<file path="config.mk">
export PLATFORM = sky130hd
export DESIGN_NAME = bsp_sequencer
export DESIGN_NICKNAME = d
export VERILOG_FILES = /design/src/rtl/bsp_pkg.sv /design/src/rtl/bsp_sync_lock.sv /design/src/rtl/bsp_sequencer.sv
export SDC_FILE = /design/constraint.sdc
export NUM_CORES = 1
export LEC_CHECK = 0
export BUFFER_PORTS_ARGS = -buffer_cell sky130_fd_sc_hd__clkbuf_2
export CAP_MARGIN = 20
export CORE_MARGIN = 8
export CORE_UTILIZATION = 45
export CTS_CLUSTER_DIAMETER = 200
export DETAILED_ROUTE_END_ITERATION = 12
export PLACE_DENSITY = 0.71
export SYNTH_ARGS = -nofsm -noshare
export SYNTH_HDL_FRONTEND = slang
export SYNTH_SLANG_ARGS = --single-unit
</file>
<file path="constraint.sdc">
create_clock -name i_ref_clk -period 2.35 [get_ports i_ref_clk]
set_clock_uncertainty 0.05 [all_clocks]
set_input_delay 0.3525 -clock i_ref_clk [delete_from_list [all_inputs] [get_ports i_ref_clk]]
set_output_delay 0.3525 -clock i_ref_clk [all_outputs]
set_load 0.01 [all_outputs]
</file>
<file path="src/rtl/bsp_pkg.sv">
package bsp_pkg;

  // ****************************************************************
  // Timing
  // ****************************************************************
  localparam int CLK_HZ      = 25_000_000;
  localparam int CLK_PER_US  = CLK_HZ / 1_000_000;
  localparam int T_EN_US     = 1000;
  localparam int T_SS_US     = 3000;
  localparam int T_RACT_US   = 3000;
  localparam int T_HIC_US    = 5500;
  localparam int T_FILT_US   = 20;
  localparam int EN_CYC      = T_EN_US * CLK_PER_US;
  localparam int SS_CYC      = T_SS_US * CLK_PER_US;
  localparam int RACT_CYC    = T_RACT_US * CLK_PER_US;
  localparam int HIC_CYC     = T_HIC_US * CLK_PER_US;
  localparam int FILT_CYC    = T_FILT_US * CLK_PER_US;
  localparam int OSC_HZ      = 2_100_000;
  localparam int OSC_CYC     = CLK_HZ / OSC_HZ;
  localparam int SYNC_MIN_HZ = 1_900_000;
  localparam int SYNC_MAX_HZ = 2_300_000;
  localparam int SYNC_PER_LO = CLK_HZ / SYNC_MAX_HZ;
  localparam int SYNC_PER_HI = (CLK_HZ + SYNC_MIN_HZ - 1) / SYNC_MIN_HZ;
  localparam int LOCK_EDGES  = 4;
  localparam int VALLEY_MAX  = 64;
  localparam int CNT_W       = 18;
  localparam int REF_W       = 10;
  localparam int SS_STEP     = SS_CYC / (2 ** REF_W);

  // ****************************************************************
  // Registers
  // ****************************************************************
  localparam logic [3:0]  REG_CTRL   = 4'h0;
  localparam logic [3:0]  REG_STATUS = 4'h4;
  localparam logic [3:0]  REG_HICNT  = 4'h8;
  localparam int          CTRL_EN    = 0;
  localparam logic        CTRL_RST   = 1'b1;
  localparam int          ST_STATE   = 0;
  localparam int          ST_FLAG    = 3;
  localparam int          ST_PIN     = 4;
  localparam int          ST_LOCK    = 5;
  localparam int          ST_FORCED_PWM_SELECT    = 6;

  typedef enum logic [2:0] {
    BSP_OFF    = 3'b000,
    BSP_DELAY  = 3'b001,
    BSP_SOFT   = 3'b010,
    BSP_RUN    = 3'b011,
    BSP_HICCUP = 3'b100
  } bsp_state_t;

endpackage

</file>
<file path="src/rtl/bsp_sync_lock.sv">
`timescale 1ns/1ps
`default_nettype none
module bsp_sync_lock
  import bsp_pkg::*;
(
  // Clock and reset
  input  wire logic i_ref_clk,
  input  wire logic i_resetn,
  // Synchronised sync level
  input  wire logic i_sync_lvl,
  // Lock result
  output logic      o_edge,
  output logic      o_locked
);

  logic       prev_q;
  logic [4:0] per_q;
  logic [2:0] good_q;
  logic       edge_q;
  logic       lock_q;
  logic       rise;
  logic       in_rng;

  assign rise   = i_sync_lvl & ~prev_q;
  assign in_rng = (per_q >= 5'(SYNC_PER_LO - 1)) &&
                  (per_q <= 5'(SYNC_PER_HI - 1));
  assign o_edge   = edge_q;
  assign o_locked = lock_q;

  always_ff @(posedge i_ref_clk) begin
    if (!i_resetn) begin
      prev_q <= 1'b0;
      per_q  <= 5'h0;
    end else begin
      prev_q <= i_sync_lvl;
      if (rise) begin
        per_q <= 5'h0;
      end else if (per_q != 5'h1f) begin
        per_q <= per_q + 5'h1;
      end
    end
  end

  // A grounded input drops the lock once more than SYNC_PER_HI clocks pass without an edge, and an out-of-range
  // edge drops it at once; the internal oscillator then restarts from zero, so a switching cycle is missed.
  always_ff @(posedge i_ref_clk) begin
    if (!i_resetn) begin
      good_q <= 3'h0;
      lock_q <= 1'b0;
      edge_q <= 1'b0;
    end else begin
      edge_q <= rise & lock_q;
      if (per_q > 5'(SYNC_PER_HI)) begin
        good_q <= 3'h0;
        lock_q <= 1'b0;
      end else if (rise) begin
        if (!in_rng) begin
          good_q <= 3'h0;
          lock_q <= 1'b0;
        end else if (good_q == 3'(LOCK_EDGES)) begin
          lock_q <= 1'b1;
        end else begin
          good_q <= good_q + 3'h1;
        end
      end
    end
  end

endmodule
`default_nettype wire

</file>
<file path="src/rtl/bsp_sequencer.sv">
// Overview of operation
// - Release flag after output good 3 ms.
// - Pull flag low whenever converter disabled.
// - Wait 1 ms after enable before ramp.
// - Ramp internal reference over fixed 3 ms.
// - Soft start runs automatic, ignores mode pin.
// - Start into pre-biased output without discharging.
// - Valley trip skips cycle, low side stays.
// - Over 64 valley trips: both off 5.5 ms.
// - After hiccup restart soft start, recount.
// - Two trip-free cycles clear valley counter.
// - Peak limit ends high-side on-time immediately.
// - Forced PWM: negative limit ends low side.
// - Automatic mode: zero-cross ends low side.
// - Sync rising edge starts high-side on-time.
// - Locked sync replaces oscillator, foldback unchanged.
// - Locked sync forces forced-PWM continuous conduction.
// - Glitch filter ignores short output excursions.
// - Mode pin high disables skipping, emulation.
`timescale 1ns/1ps
`default_nettype none
module bsp_sequencer
  import bsp_pkg::*;
#(
  parameter logic [CNT_W-1:0] P_EN_CYC   = CNT_W'(EN_CYC),
  parameter logic [CNT_W-1:0] P_SS_STEP  = CNT_W'(SS_STEP),
  parameter logic [CNT_W-1:0] P_RACT_CYC = CNT_W'(RACT_CYC),
  parameter logic [CNT_W-1:0] P_HIC_CYC  = CNT_W'(HIC_CYC)
)(
  // Clock and reset
  input  wire logic             i_ref_clk,
  input  wire logic             i_resetn,
  // Avalon-MM slave
  input  wire logic [3:0]       i_avs_address,
  input  wire logic             i_avs_read,
  input  wire logic             i_avs_write,
  input  wire logic [31:0]      i_avs_writedata,
  output logic      [31:0]      o_avs_readdata,
  output logic                  o_avs_waitrequest,
  // Host pins
  input  wire logic             i_enable,
  input  wire logic             i_forced_pwm_select,
  input  wire logic             i_sync_clk,
  input  wire logic             i_rst_flag_in,
  output logic                  o_rst_flag_out,
  output logic                  o_rst_flag_oe,
  // Comparators
  input  wire logic             i_valley_current_limit,
  input  wire logic             i_peak_current_limit,
  input  wire logic             i_negative_current_limit,
  input  wire logic             i_zero_cross_limit,
  input  wire logic             i_pwm_end,
  input  wire logic             i_pfm_skip,
  input  wire logic             i_foldback_hold,
  input  wire logic             i_pg_ok,
  // Power stage
  output logic                  o_hs_on,
  output logic                  o_ls_on,
  output logic      [REF_W-1:0] o_ss_ref
);

  // ****************************************************************
  // Input synchronisers
  // ****************************************************************
  localparam int NIN = 12;
  logic [NIN-1:0] meta_q;
  logic [NIN-1:0] sync_q;

  always_ff @(posedge i_ref_clk) begin
    if (!i_resetn) begin
      meta_q <= '0;
      sync_q <= '0;
    end else begin
      meta_q <= {i_enable, i_forced_pwm_select, i_sync_clk, i_rst_flag_in,
                 i_valley_current_limit, i_peak_current_limit,
                 i_negative_current_limit, i_zero_cross_limit,
                 i_pwm_end, i_pfm_skip, i_foldback_hold, i_pg_ok};
      sync_q <= meta_q;
    end
  end

  logic en_s, forced_pwm_select_s, sync_s, pin_s, valley_s, peak_s;
  logic neg_s, zc_s, pwm_end_s, skip_s, fold_s, pg_s;
  assign {en_s, forced_pwm_select_s, sync_s, pin_s, valley_s, peak_s,
          neg_s, zc_s, pwm_end_s, skip_s, fold_s, pg_s} = sync_q;

  // ****************************************************************
  // Register bus
  // ****************************************************************
  logic        ack_q;
  logic        ctrl_en_q;
  logic [31:0] rdata_q;
  logic [7:0]  hic_num_q;
  logic        flag_q;
  logic        locked;
  logic        forced_pwm_select_eff;
  bsp_state_t  state_q;

  assign o_avs_waitrequest = (i_avs_read | i_avs_write) & ~ack_q;
  assign o_avs_readdata    = rdata_q;

  always_ff @(posedge i_ref_clk) begin
    if (!i_resetn) begin
      ack_q <= 1'b0;
    end else begin
      ack_q <= (i_avs_read | i_avs_write) & ~ack_q;
    end
  end

  always_ff @(posedge i_ref_clk) begin
    if (!i_resetn) begin
      ctrl_en_q <= CTRL_RST;
    end else if (i_avs_write && ack_q && i_avs_address == REG_CTRL) begin
      ctrl_en_q <= i_avs_writedata[CTRL_EN];
    end
  end

  always_ff @(posedge i_ref_clk) begin
    if (!i_resetn) begin
      rdata_q <= 32'h0000_0000;
    end else if (i_avs_read && !ack_q) begin
      rdata_q <= 32'h0000_0000;
      case (i_avs_address)
        REG_CTRL: begin
          rdata_q[CTRL_EN] <= ctrl_en_q;
        end
        REG_STATUS: begin
          rdata_q[ST_STATE +: 3] <= state_q;
          rdata_q[ST_FLAG]       <= flag_q;
          rdata_q[ST_PIN]        <= pin_s;
          rdata_q[ST_LOCK]       <= locked;
          rdata_q[ST_FORCED_PWM_SELECT]       <= forced_pwm_select_eff;
        end
        REG_HICNT: begin
          rdata_q[7:0] <= hic_num_q;
        end
        default: begin
          rdata_q <= 32'h0000_0000;
        end
      endcase
    end
  end

  // ****************************************************************
  // Switching clock
  // ****************************************************************
  logic       sync_edge;
  logic [3:0] osc_q;
  logic       pend_q;
  logic       src;
  logic       cyc_start;

  bsp_sync_lock u_lock (
    .i_ref_clk  (i_ref_clk),
    .i_resetn   (i_resetn),
    .i_sync_lvl (sync_s),
    .o_edge     (sync_edge),
    .o_locked   (locked)
  );

  always_ff @(posedge i_ref_clk) begin
    if (!i_resetn || locked) begin
      osc_q <= 4'h0;
    end else if (osc_q == 4'(OSC_CYC - 1)) begin
      osc_q <= 4'h0;
    end else begin
      osc_q <= osc_q + 4'h1;
    end
  end

  // Foldback only delays the start; the source itself is unchanged.
  assign src       = locked ? sync_edge
                            : (osc_q == 4'(OSC_CYC - 1));
  assign cyc_start = (src | pend_q) & ~fold_s;

  always_ff @(posedge i_ref_clk) begin
    if (!i_resetn) begin
      pend_q <= 1'b0;
    end else begin
      pend_q <= (src | pend_q) & fold_s;
    end
  end

  // ****************************************************************
  // Sequencer
  // ****************************************************************
  logic             en_all;
  logic             sw_en;
  logic             hic_go;
  logic [CNT_W-1:0] cnt_q;
  logic [REF_W-1:0] ref_q;
  logic [6:0]       vcnt_q;
  logic             miss_q;

  assign en_all   = en_s & ctrl_en_q;
  assign sw_en    = (state_q == BSP_SOFT) || (state_q == BSP_RUN);
  assign forced_pwm_select_eff = (state_q == BSP_RUN) && (forced_pwm_select_s || locked);
  assign hic_go   = sw_en && cyc_start && valley_s &&
                    (vcnt_q == 7'(VALLEY_MAX));
  assign o_ss_ref = ref_q;

  always_ff @(posedge i_ref_clk) begin
    if (!i_resetn) begin
      state_q <= BSP_OFF;
      cnt_q   <= '0;
      ref_q   <= '0;
    end else if (!en_all) begin
      state_q <= BSP_OFF;
      ref_q   <= '0;
    end else begin
      case (state_q)
        BSP_OFF: begin
          state_q <= BSP_DELAY;
          cnt_q   <= P_EN_CYC - CNT_W'(1);
        end
        BSP_DELAY: begin
          if (cnt_q == '0) begin
            state_q <= BSP_SOFT;
            cnt_q   <= P_SS_STEP - CNT_W'(1);
            ref_q   <= '0;
          end else begin
            cnt_q <= cnt_q - CNT_W'(1);
          end
        end
        BSP_SOFT: begin
          if (hic_go) begin
            state_q <= BSP_HICCUP;
            cnt_q   <= P_HIC_CYC - CNT_W'(1);
          end else if (cnt_q != '0) begin
            cnt_q <= cnt_q - CNT_W'(1);
          end else if (ref_q == '1) begin
            state_q <= BSP_RUN;
          end else begin
            ref_q <= ref_q + REF_W'(1);
            cnt_q <= P_SS_STEP - CNT_W'(1);
          end
        end
        BSP_RUN: begin
          if (hic_go) begin
            state_q <= BSP_HICCUP;
            cnt_q   <= P_HIC_CYC - CNT_W'(1);
          end
        end
        BSP_HICCUP: begin
          ref_q <= '0;
          if (cnt_q == '0) begin
            state_q <= BSP_SOFT;
            cnt_q   <= P_SS_STEP - CNT_W'(1);
          end else begin
            cnt_q <= cnt_q - CNT_W'(1);
          end
        end
        default: begin
          state_q <= BSP_OFF;
        end
      endcase
    end
  end

  always_ff @(posedge i_ref_clk) begin
    if (!i_resetn) begin
      hic_num_q <= 8'h00;
    end else if (hic_go && hic_num_q != 8'hff) begin
      hic_num_q <= hic_num_q + 8'h01;
    end
  end

  // Counts switching cycles, not reference clocks, so the limit does
  // not depend on whether the oscillator or the sync input is in use.
  always_ff @(posedge i_ref_clk) begin
    if (!i_resetn || !sw_en || hic_go) begin
      vcnt_q <= 7'h00;
      miss_q <= 1'b0;
    end else if (cyc_start) begin
      if (valley_s) begin
        vcnt_q <= vcnt_q + 7'h01;
        miss_q <= 1'b0;
      end else begin
        miss_q <= 1'b1;
        if (miss_q) begin
          vcnt_q <= 7'h00;
        end
      end
    end
  end

  // ****************************************************************
  // Power stage commands
  // ****************************************************************
  // The high side only turns on at a cycle start, where the low side
  // is cleared on the same edge, so both are never on together.
  // During soft start the low side ends at zero cross, so a pre-biased
  // output is never pulled down, and the skip input holds off pulses
  // until the ramp passes the existing output level.
  always_ff @(posedge i_ref_clk) begin
    if (!i_resetn || !sw_en || hic_go) begin
      o_hs_on <= 1'b0;
      o_ls_on <= 1'b0;
    end else if (cyc_start) begin
      if (valley_s) begin
        o_hs_on <= 1'b0;
        o_ls_on <= 1'b1;
      end else if (!forced_pwm_select_eff && skip_s) begin
        o_hs_on <= 1'b0;
        o_ls_on <= 1'b0;
      end else begin
        o_hs_on <= 1'b1;
        o_ls_on <= 1'b0;
      end
    end else if (o_hs_on && (peak_s || pwm_end_s)) begin
      o_hs_on <= 1'b0;
      o_ls_on <= 1'b1;
    end else if (o_ls_on && !valley_s &&
                 (forced_pwm_select_eff ? neg_s : zc_s)) begin
      o_ls_on <= 1'b0;
    end
  end

  // ****************************************************************
  // Reset flag
  // ****************************************************************
  logic [CNT_W-1:0] bad_q;
  logic             pg_f_q;
  logic [CNT_W-1:0] rel_q;

  always_ff @(posedge i_ref_clk) begin
    if (!i_resetn) begin
      bad_q  <= '0;
      pg_f_q <= 1'b0;
    end else if (pg_s) begin
      bad_q  <= '0;
      pg_f_q <= 1'b1;
    end else if (bad_q == CNT_W'(FILT_CYC - 1)) begin
      pg_f_q <= 1'b0;
    end else begin
      bad_q <= bad_q + CNT_W'(1);
    end
  end

  always_ff @(posedge i_ref_clk) begin
    if (!i_resetn || !en_all || !pg_f_q || state_q == BSP_OFF) begin
      rel_q  <= '0;
      flag_q <= 1'b0;
    end else if (rel_q == P_RACT_CYC - CNT_W'(1)) begin
      flag_q <= 1'b1;
    end else begin
      rel_q <= rel_q + CNT_W'(1);
    end
  end

  assign o_rst_flag_out = 1'b0;
  assign o_rst_flag_oe  = ~flag_q;
endmodule
`default_nettype wire

</file>
After elaboration in Yosys (flattened, before gate mapping)
Index checks and enable logic that the tools add are counted.
{"block": "totals", "mem_bits_rw": 0, "latchBits": 0, "register_bits": 137, "mem_bits_ro": 0, "mem_count": 0, "elab_cells": 164}
{"block": "classes", "muxes": 39, "magnitude_cmp": 3, "add_sub_neg": 9, "n_mul": 0, "bitwise": 13, "n_eq_ne": 25, "div_mod_pow": 0, "n_shift": 0, "reduce_logical": 51}
{"cell": "18-bit two-way mux", "count": 5}
{"cell": "18-bit case mux with 4 select lines", "count": 1}
{"cell": "10-bit two-way mux", "count": 4}
{"cell": "18-bit by 1-bit adder with 18-bit output (second input constant)", "count": 2}
{"cell": "10-bit case mux with 3 select lines", "count": 1}
{"cell": "3-bit two-way mux", "count": 7}
{"cell": "18-bit by 17-bit equality test with 1-bit output (second input constant)", "count": 1}
{"cell": "18-bit by 9-bit equality test with 1-bit output (second input constant)", "count": 1}
{"cell": "18-bit logical NOT", "count": 1}
{"cell": "18-bit nonzero test", "count": 1}
{"cell": "18-bit by 1-bit subtractor with 18-bit output (second input constant)", "count": 1}
{"cell": "1-bit two-way mux", "count": 16}
{"cell": "7-bit two-way mux", "count": 2}
{"cell": "2-bit != test (second input constant)", "count": 7}
{"cell": "1-bit logical AND", "count": 13}
{"cell": "3-bit case mux with 4 select lines", "count": 1}
{"cell": "6-bit case mux with 2 select lines", "count": 1}
{"cell": "10-bit by 1-bit adder with 10-bit output (second input constant)", "count": 1}
{"cell": "10-bit equality test (second input constant)", "count": 1}
{"cell": "2-bit OR reduction", "count": 5}
{"cell": "1-bit logical OR", "count": 9}
{"cell": "8-bit by 1-bit adder with 8-bit output (second input constant)", "count": 1}
{"cell": "4-bit equality test (second input constant)", "count": 2}
{"cell": "8-bit != test (second input constant)", "count": 1}
{"cell": "30 further kinds", "count": 55}

Logic depth before layout (Yosys ltp)
{"block": "depth", "depth_word": 9, "mapped_depth": 11, "depth_no_buf": 8}

By module
A second synthesis with hierarchy kept.
{"block": "hier_totals", "cells_unflattened": 771, "area_unflattened_um2": 6533.8}
{"module": "bsp_sequencer", "area_each_um2": 5947.0, "n_inst": 1, "seq_area_each_um2": 2522.4, "cells_each": 704}
{"module": "bsp_sync_lock", "area_each_um2": 586.8, "n_inst": 1, "seq_area_each_um2": 220.2, "cells_each": 67}

Least setup slack after synthesis
Ideal clock, no wire load.
{"block": "synth_path", "kind": "reg2reg", "start": "register cnt_q[4]", "end": "register ref_q[4], in the netlist o_ss_ref[4]", "setup_time_ns": 0.130, "slack_ns": 0.038, "arrival_time_ns": 2.133, "path_stages_with_launch": 8, "t_required_ns": 2.170, "synth_period_minus_slack_ns": 2.312, "cell_sequence": "dfxtp_1 > or4_1 > buf_2 > nor3_4 > nand4_1 > or4_4 > nand2b_2 > a31oi_1"}
{"block": "synth_between", "elab_chain_cells": 3, "elab_cells_between_ends": 5}
{"item": "start, declared", "line": "bsp_sequencer.sv:190", "source": "logic [CNT_W-1:0] cnt_q;"}
{"item": "start signal, assigned", "line": "bsp_sequencer.sv:214", "source": "cnt_q <= P_EN_CYC - CNT_W'(1);"}
{"item": "start signal, assigned", "line": "bsp_sequencer.sv:219", "source": "cnt_q <= P_SS_STEP - CNT_W'(1);"}
{"item": "start signal, assigned", "line": "bsp_sequencer.sv:222", "source": "cnt_q <= cnt_q - CNT_W'(1);"}
{"item": "18-bit logical NOT / 18-bit nonzero test (equally long branches)", "line": "bsp_sequencer.sv:217, bsp_sequencer.sv:229"}
{"item": "2-bit != test (no line)"}
{"item": "5-bit AND reduction (no line) (*)"}
{"item": "end signal, assigned", "line": "bsp_sequencer.sv:234", "source": "ref_q <= ref_q + REF_W'(1);"}
{"item": "end, declared", "line": "bsp_sequencer.sv:191", "source": "logic [REF_W-1:0] ref_q;"}
Mark *: on every way between the ends. The rest lies on a longest branch, timed or not.
A chain may end at the register's enable or synchronous reset.

Worst setup path in the final report
{"block": "layout_path", "start": "register cnt_q[4]", "end": "register cnt_q[2]"}
{"block": "layout_between", "elab_chain_cells": 4, "elab_cells_between_ends": 8}
{"item": "18-bit nonzero test", "line": "bsp_sequencer.sv:229", "source": "end else if (cnt_q != '0) begin"}
{"item": "18-bit two-way mux", "line": "bsp_sequencer.sv:229"}
{"item": "18-bit two-way mux", "line": "bsp_sequencer.sv:226", "source": "if (hic_go) begin"}
{"item": "18-bit case mux with 4 select lines", "line": "bsp_sequencer.sv:211", "source": "case (state_q)"}
Parallel ways exist; a longest one is shown, timed or not.

==> impl_metrics.env <==
export IMPL_synth_top_cell_by_area="dfxtp_1"
export IMPL_hold_viol=0
export IMPL_cts_tree="built"
export IMPL_cts_root_buf="clkbuf_16"
export IMPL_worst_setup_path_type="register to register"
export IMPL_regToRegEndpoint="cnt_q[2]"
export IMPL_hp_start="i_pwm_end"
export IMPL_cpMaxStageDelayCell="or4_4"
export IMPL_gp_congestion=0.908
export IMPL_finalCriticalPeriod_ns=2.34
export IMPL_yosys_register_bits=137
export IMPL_rrSetupSlack_ns=0.01
export IMPL_worst_path_buf_inv=2
export IMPL_grt_pass1_vias=5299
export IMPL_placed_cells=1017
export IMPL_fin_hold_ws_ns=0.0817
export IMPL_rsz0062_at_grt="yes"
export IMPL_crit_fanout=5
export IMPL_dieHeight_um=136
export IMPL_num_antenna_cells=0
export IMPL_initial_core_util_pct=45.4
export IMPL_synth_async_reset_ratio_pct=0
export IMPL_areaGrowthSynthToFinish_pct=20.3
export IMPL_timing_critical_path_from="cnt_q[4]"
export IMPL_utilization_pct=54.7
export IMPL_vias_per_cell=5.34
export IMPL_clock_fmax_mhz=428
export IMPL_drc_errors=0
export IMPL_yosysWarnings=0
export IMPL_wl_mm=14.4
export IMPL_worst_slew_pin_slew_ns=0.681
export IMPL_slowest_delay_ns=0.58
export IMPL_critPathLaunchType="register"
export IMPL_drt_pass1_iter_count=5
export IMPL_grt_pass1_wl_mm=24.4
export IMPL_synth_edf_count=0
export IMPL_crit_chain="or4_4 -> or3_4 -> nor3b_4 -> buf_4 -> o211ai_1 -> buf_4 -> nand2_2 -> o32ai_2"
export IMPL_drt_iter0_drc=269
export IMPL_end_kind="register"
export IMPL_vias=5617
export IMPL_worstHoldPathType="primary input to register"
export IMPL_die_w_um=136
export IMPL_post_route_period_util_pct=99.5
export IMPL_power_static_leakage_nw=3.08
export IMPL_drive_gt1_share_pct=17.9
export IMPL_ys_flop_type="dfxtp_1"
export IMPL_drv_cap=0
export IMPL_powerDensity_mw_per_mm2=705
export IMPL_setup_viol=0
export IMPL_cp_depth=8
export IMPL_netlist_area_leader_share_pct=42.2
export IMPL_rr_worst_depth=8
export IMPL_ys_seq_area_share_pct=42.2
export IMPL_place_hpwl_mm=10.1
export IMPL_numClockSinks=137
export IMPL_crit_path_frequent_cell="buf_4"
export IMPL_finalPower_mw=5.51
export IMPL_synth_cells=767
export IMPL_clk_pin_slew_worst_paths_ns=0.06
export IMPL_fin_cells=1052
export IMPL_grt_total_usage_pct=16.1
export IMPL_num_rows=44
export IMPL_yosysUniqueCellTypes=64
export IMPL_path_delay_family="simple AND/OR/NAND/NOR gates"
export IMPL_cts_max_level=4
export IMPL_slew_viol_final=0
export IMPL_syn_area_mm2=0.00650
export IMPL_wl_per_cell_um=13.7
export IMPL_cts_buffer_depth=2
export IMPL_tns_ns=0
export IMPL_rr_startpoint="cnt_q[4]"
export IMPL_drtAntennaViolNets=0
export IMPL_nets=923
export IMPL_slew_headroom_pct=54.6
export IMPL_clock_latency_ns=0.42
export IMPL_avgSynthCellArea_um2=8.47
export IMPL_numCtsBuffers=17
export IMPL_cp_required_ns=2.60
export IMPL_antenna_found_initial=0
export IMPL_cp_arrival_ns=2.58
export IMPL_worstSetupEndpoint="cnt_q[2]"
export IMPL_ir_drop_mv=0.560
export IMPL_hold_buffers=0
export IMPL_core_mm2=0.0143
export IMPL_synth_area_top_cells="dfxtp_1, nor2_1, a21oi_1"
export IMPL_grt_start_max_net_pins=35
export IMPL_grt_ovfl_total=0
export IMPL_numPortBuffers=42
export IMPL_die_area_mm2=0.0185
export IMPL_io_pins=99
export IMPL_status="finished clean"
registers in the layout, summed over array words and instances (netlist names), 7 cells and up:
| name | cells |
|---|---|
| bad_q | 18 |
| o_ss_ref | 10 |
| hic_num_q | 8 |
| vcnt_q | 7 |
| cnt_q | 18 |
| o_avs_readdata | 8 |
| rel_q | 18 |
| sync_q | 12 |
| meta_q | 12 |
where the power goes:
part | internal, mW | switching [mW] | total [mW]
Clock | 1.61 | 0.997 | 2.61
Sequential | 2.37 | 0.0408 | 2.42
Combinational | 0.210 | 0.277 | 0.487
Total | 4.20 | 1.32 | 5.51
cells by family (layout without fill, tap and decap cells):
group | Yosys count | after routing | share of synthesized area [%]
AND/OR/NAND/NOR | 339 | 339 | 26.8
AO/OA/AOI/OAI | 146 | 146 | 14.6
flip-flops | 137 | 137 | 42.2
buffers and inverters | 77 | 154 | 6.10
XOR/XNOR | 40 | 40 | 5.39
adder cells (fa/ha/maj) | 16 | 16 | 3.08
multiplexers | 11 | 11 | 1.71
other | 1 | 25 | 0.0577
routing by layer:
| layer | global-route usage [%] | up-vias | part of all wire (%) |
|---|---|---|---|
| met5 | 0 | - | 0 |
| met4 | 7.38 | 0 | 2.4 |
| met3 | 3.51 | 21 | 5.1 |
| met2 | 27.2 | 141 | 47 |
| met1 | 19.2 | 2608 | 45 |
| li1 | - | 2847 | - |
cells in the final DEF, fill, tap and decap left out, drive strengths merged, types with 26 or more instances in the layout:
cell,n
a21oi,51
nor2,100
nand3,31
inv,26
buf,54
nand2,57
dfxtp,137
and2,27
clkbuf,63
repair_timing:
action,4_1_cts,5_1_grt
pin swaps,1,8
endpoints found under the setup margin,9,31
gates resized for setup,2,19
endpoints found under the hold margin,0,0
buffers inserted,0,3
synthesized netlist by cell type (10+ instances only):
cell type and number:
mux2i_1 10, a21oi_1 51, nor4_1 12, buf_4 26, clkbuf_1 22, a22oi_1 13, o32ai_1 10, ha_1 16
and2_1 27, nand4_1 12, dfxtp_1 137, and3_1 17, or3_1 10, nor3_1 24, inv_1 25, nand2_1 57
o21ai_0 15, nand3_1 31, xnor2_1 16, xor2_1 24, nor2_1 100
stage by stage:
stage                     instance area [um^2]  setup slack, ns
after floorplan                           6590           0.0376
after global placement                    7130          -0.0200
after detailed placement                  7130          -0.0388
after CTS                                 7730          0.00164
after global routing                      7820          -0.0606
final                                     7820           0.0126
worst min-delay path by stage:
stage	end	slack, ns	depth (start not counted)
after global placement	sync_q[7]	0.36	1
after global routing	meta_q[4]	0.07	2
final	meta_q[3]	0.08	2
after CTS	meta_q[3]	0.07	2
after detailed placement	sync_q[7]	0.37	1
after floorplan	sync_q[0]	0.36	1
cell type report:
cell class	instances	area [um^2]
fillers	1330	6490
clock inverters	11	121
inverters	26	97.6
repair buffers	96	628
well taps	184	230
multi-input cells	577	3540
flip-flops and latches	137	2750
clock buffers	21	460
Power figures use the tool's default switching activity.
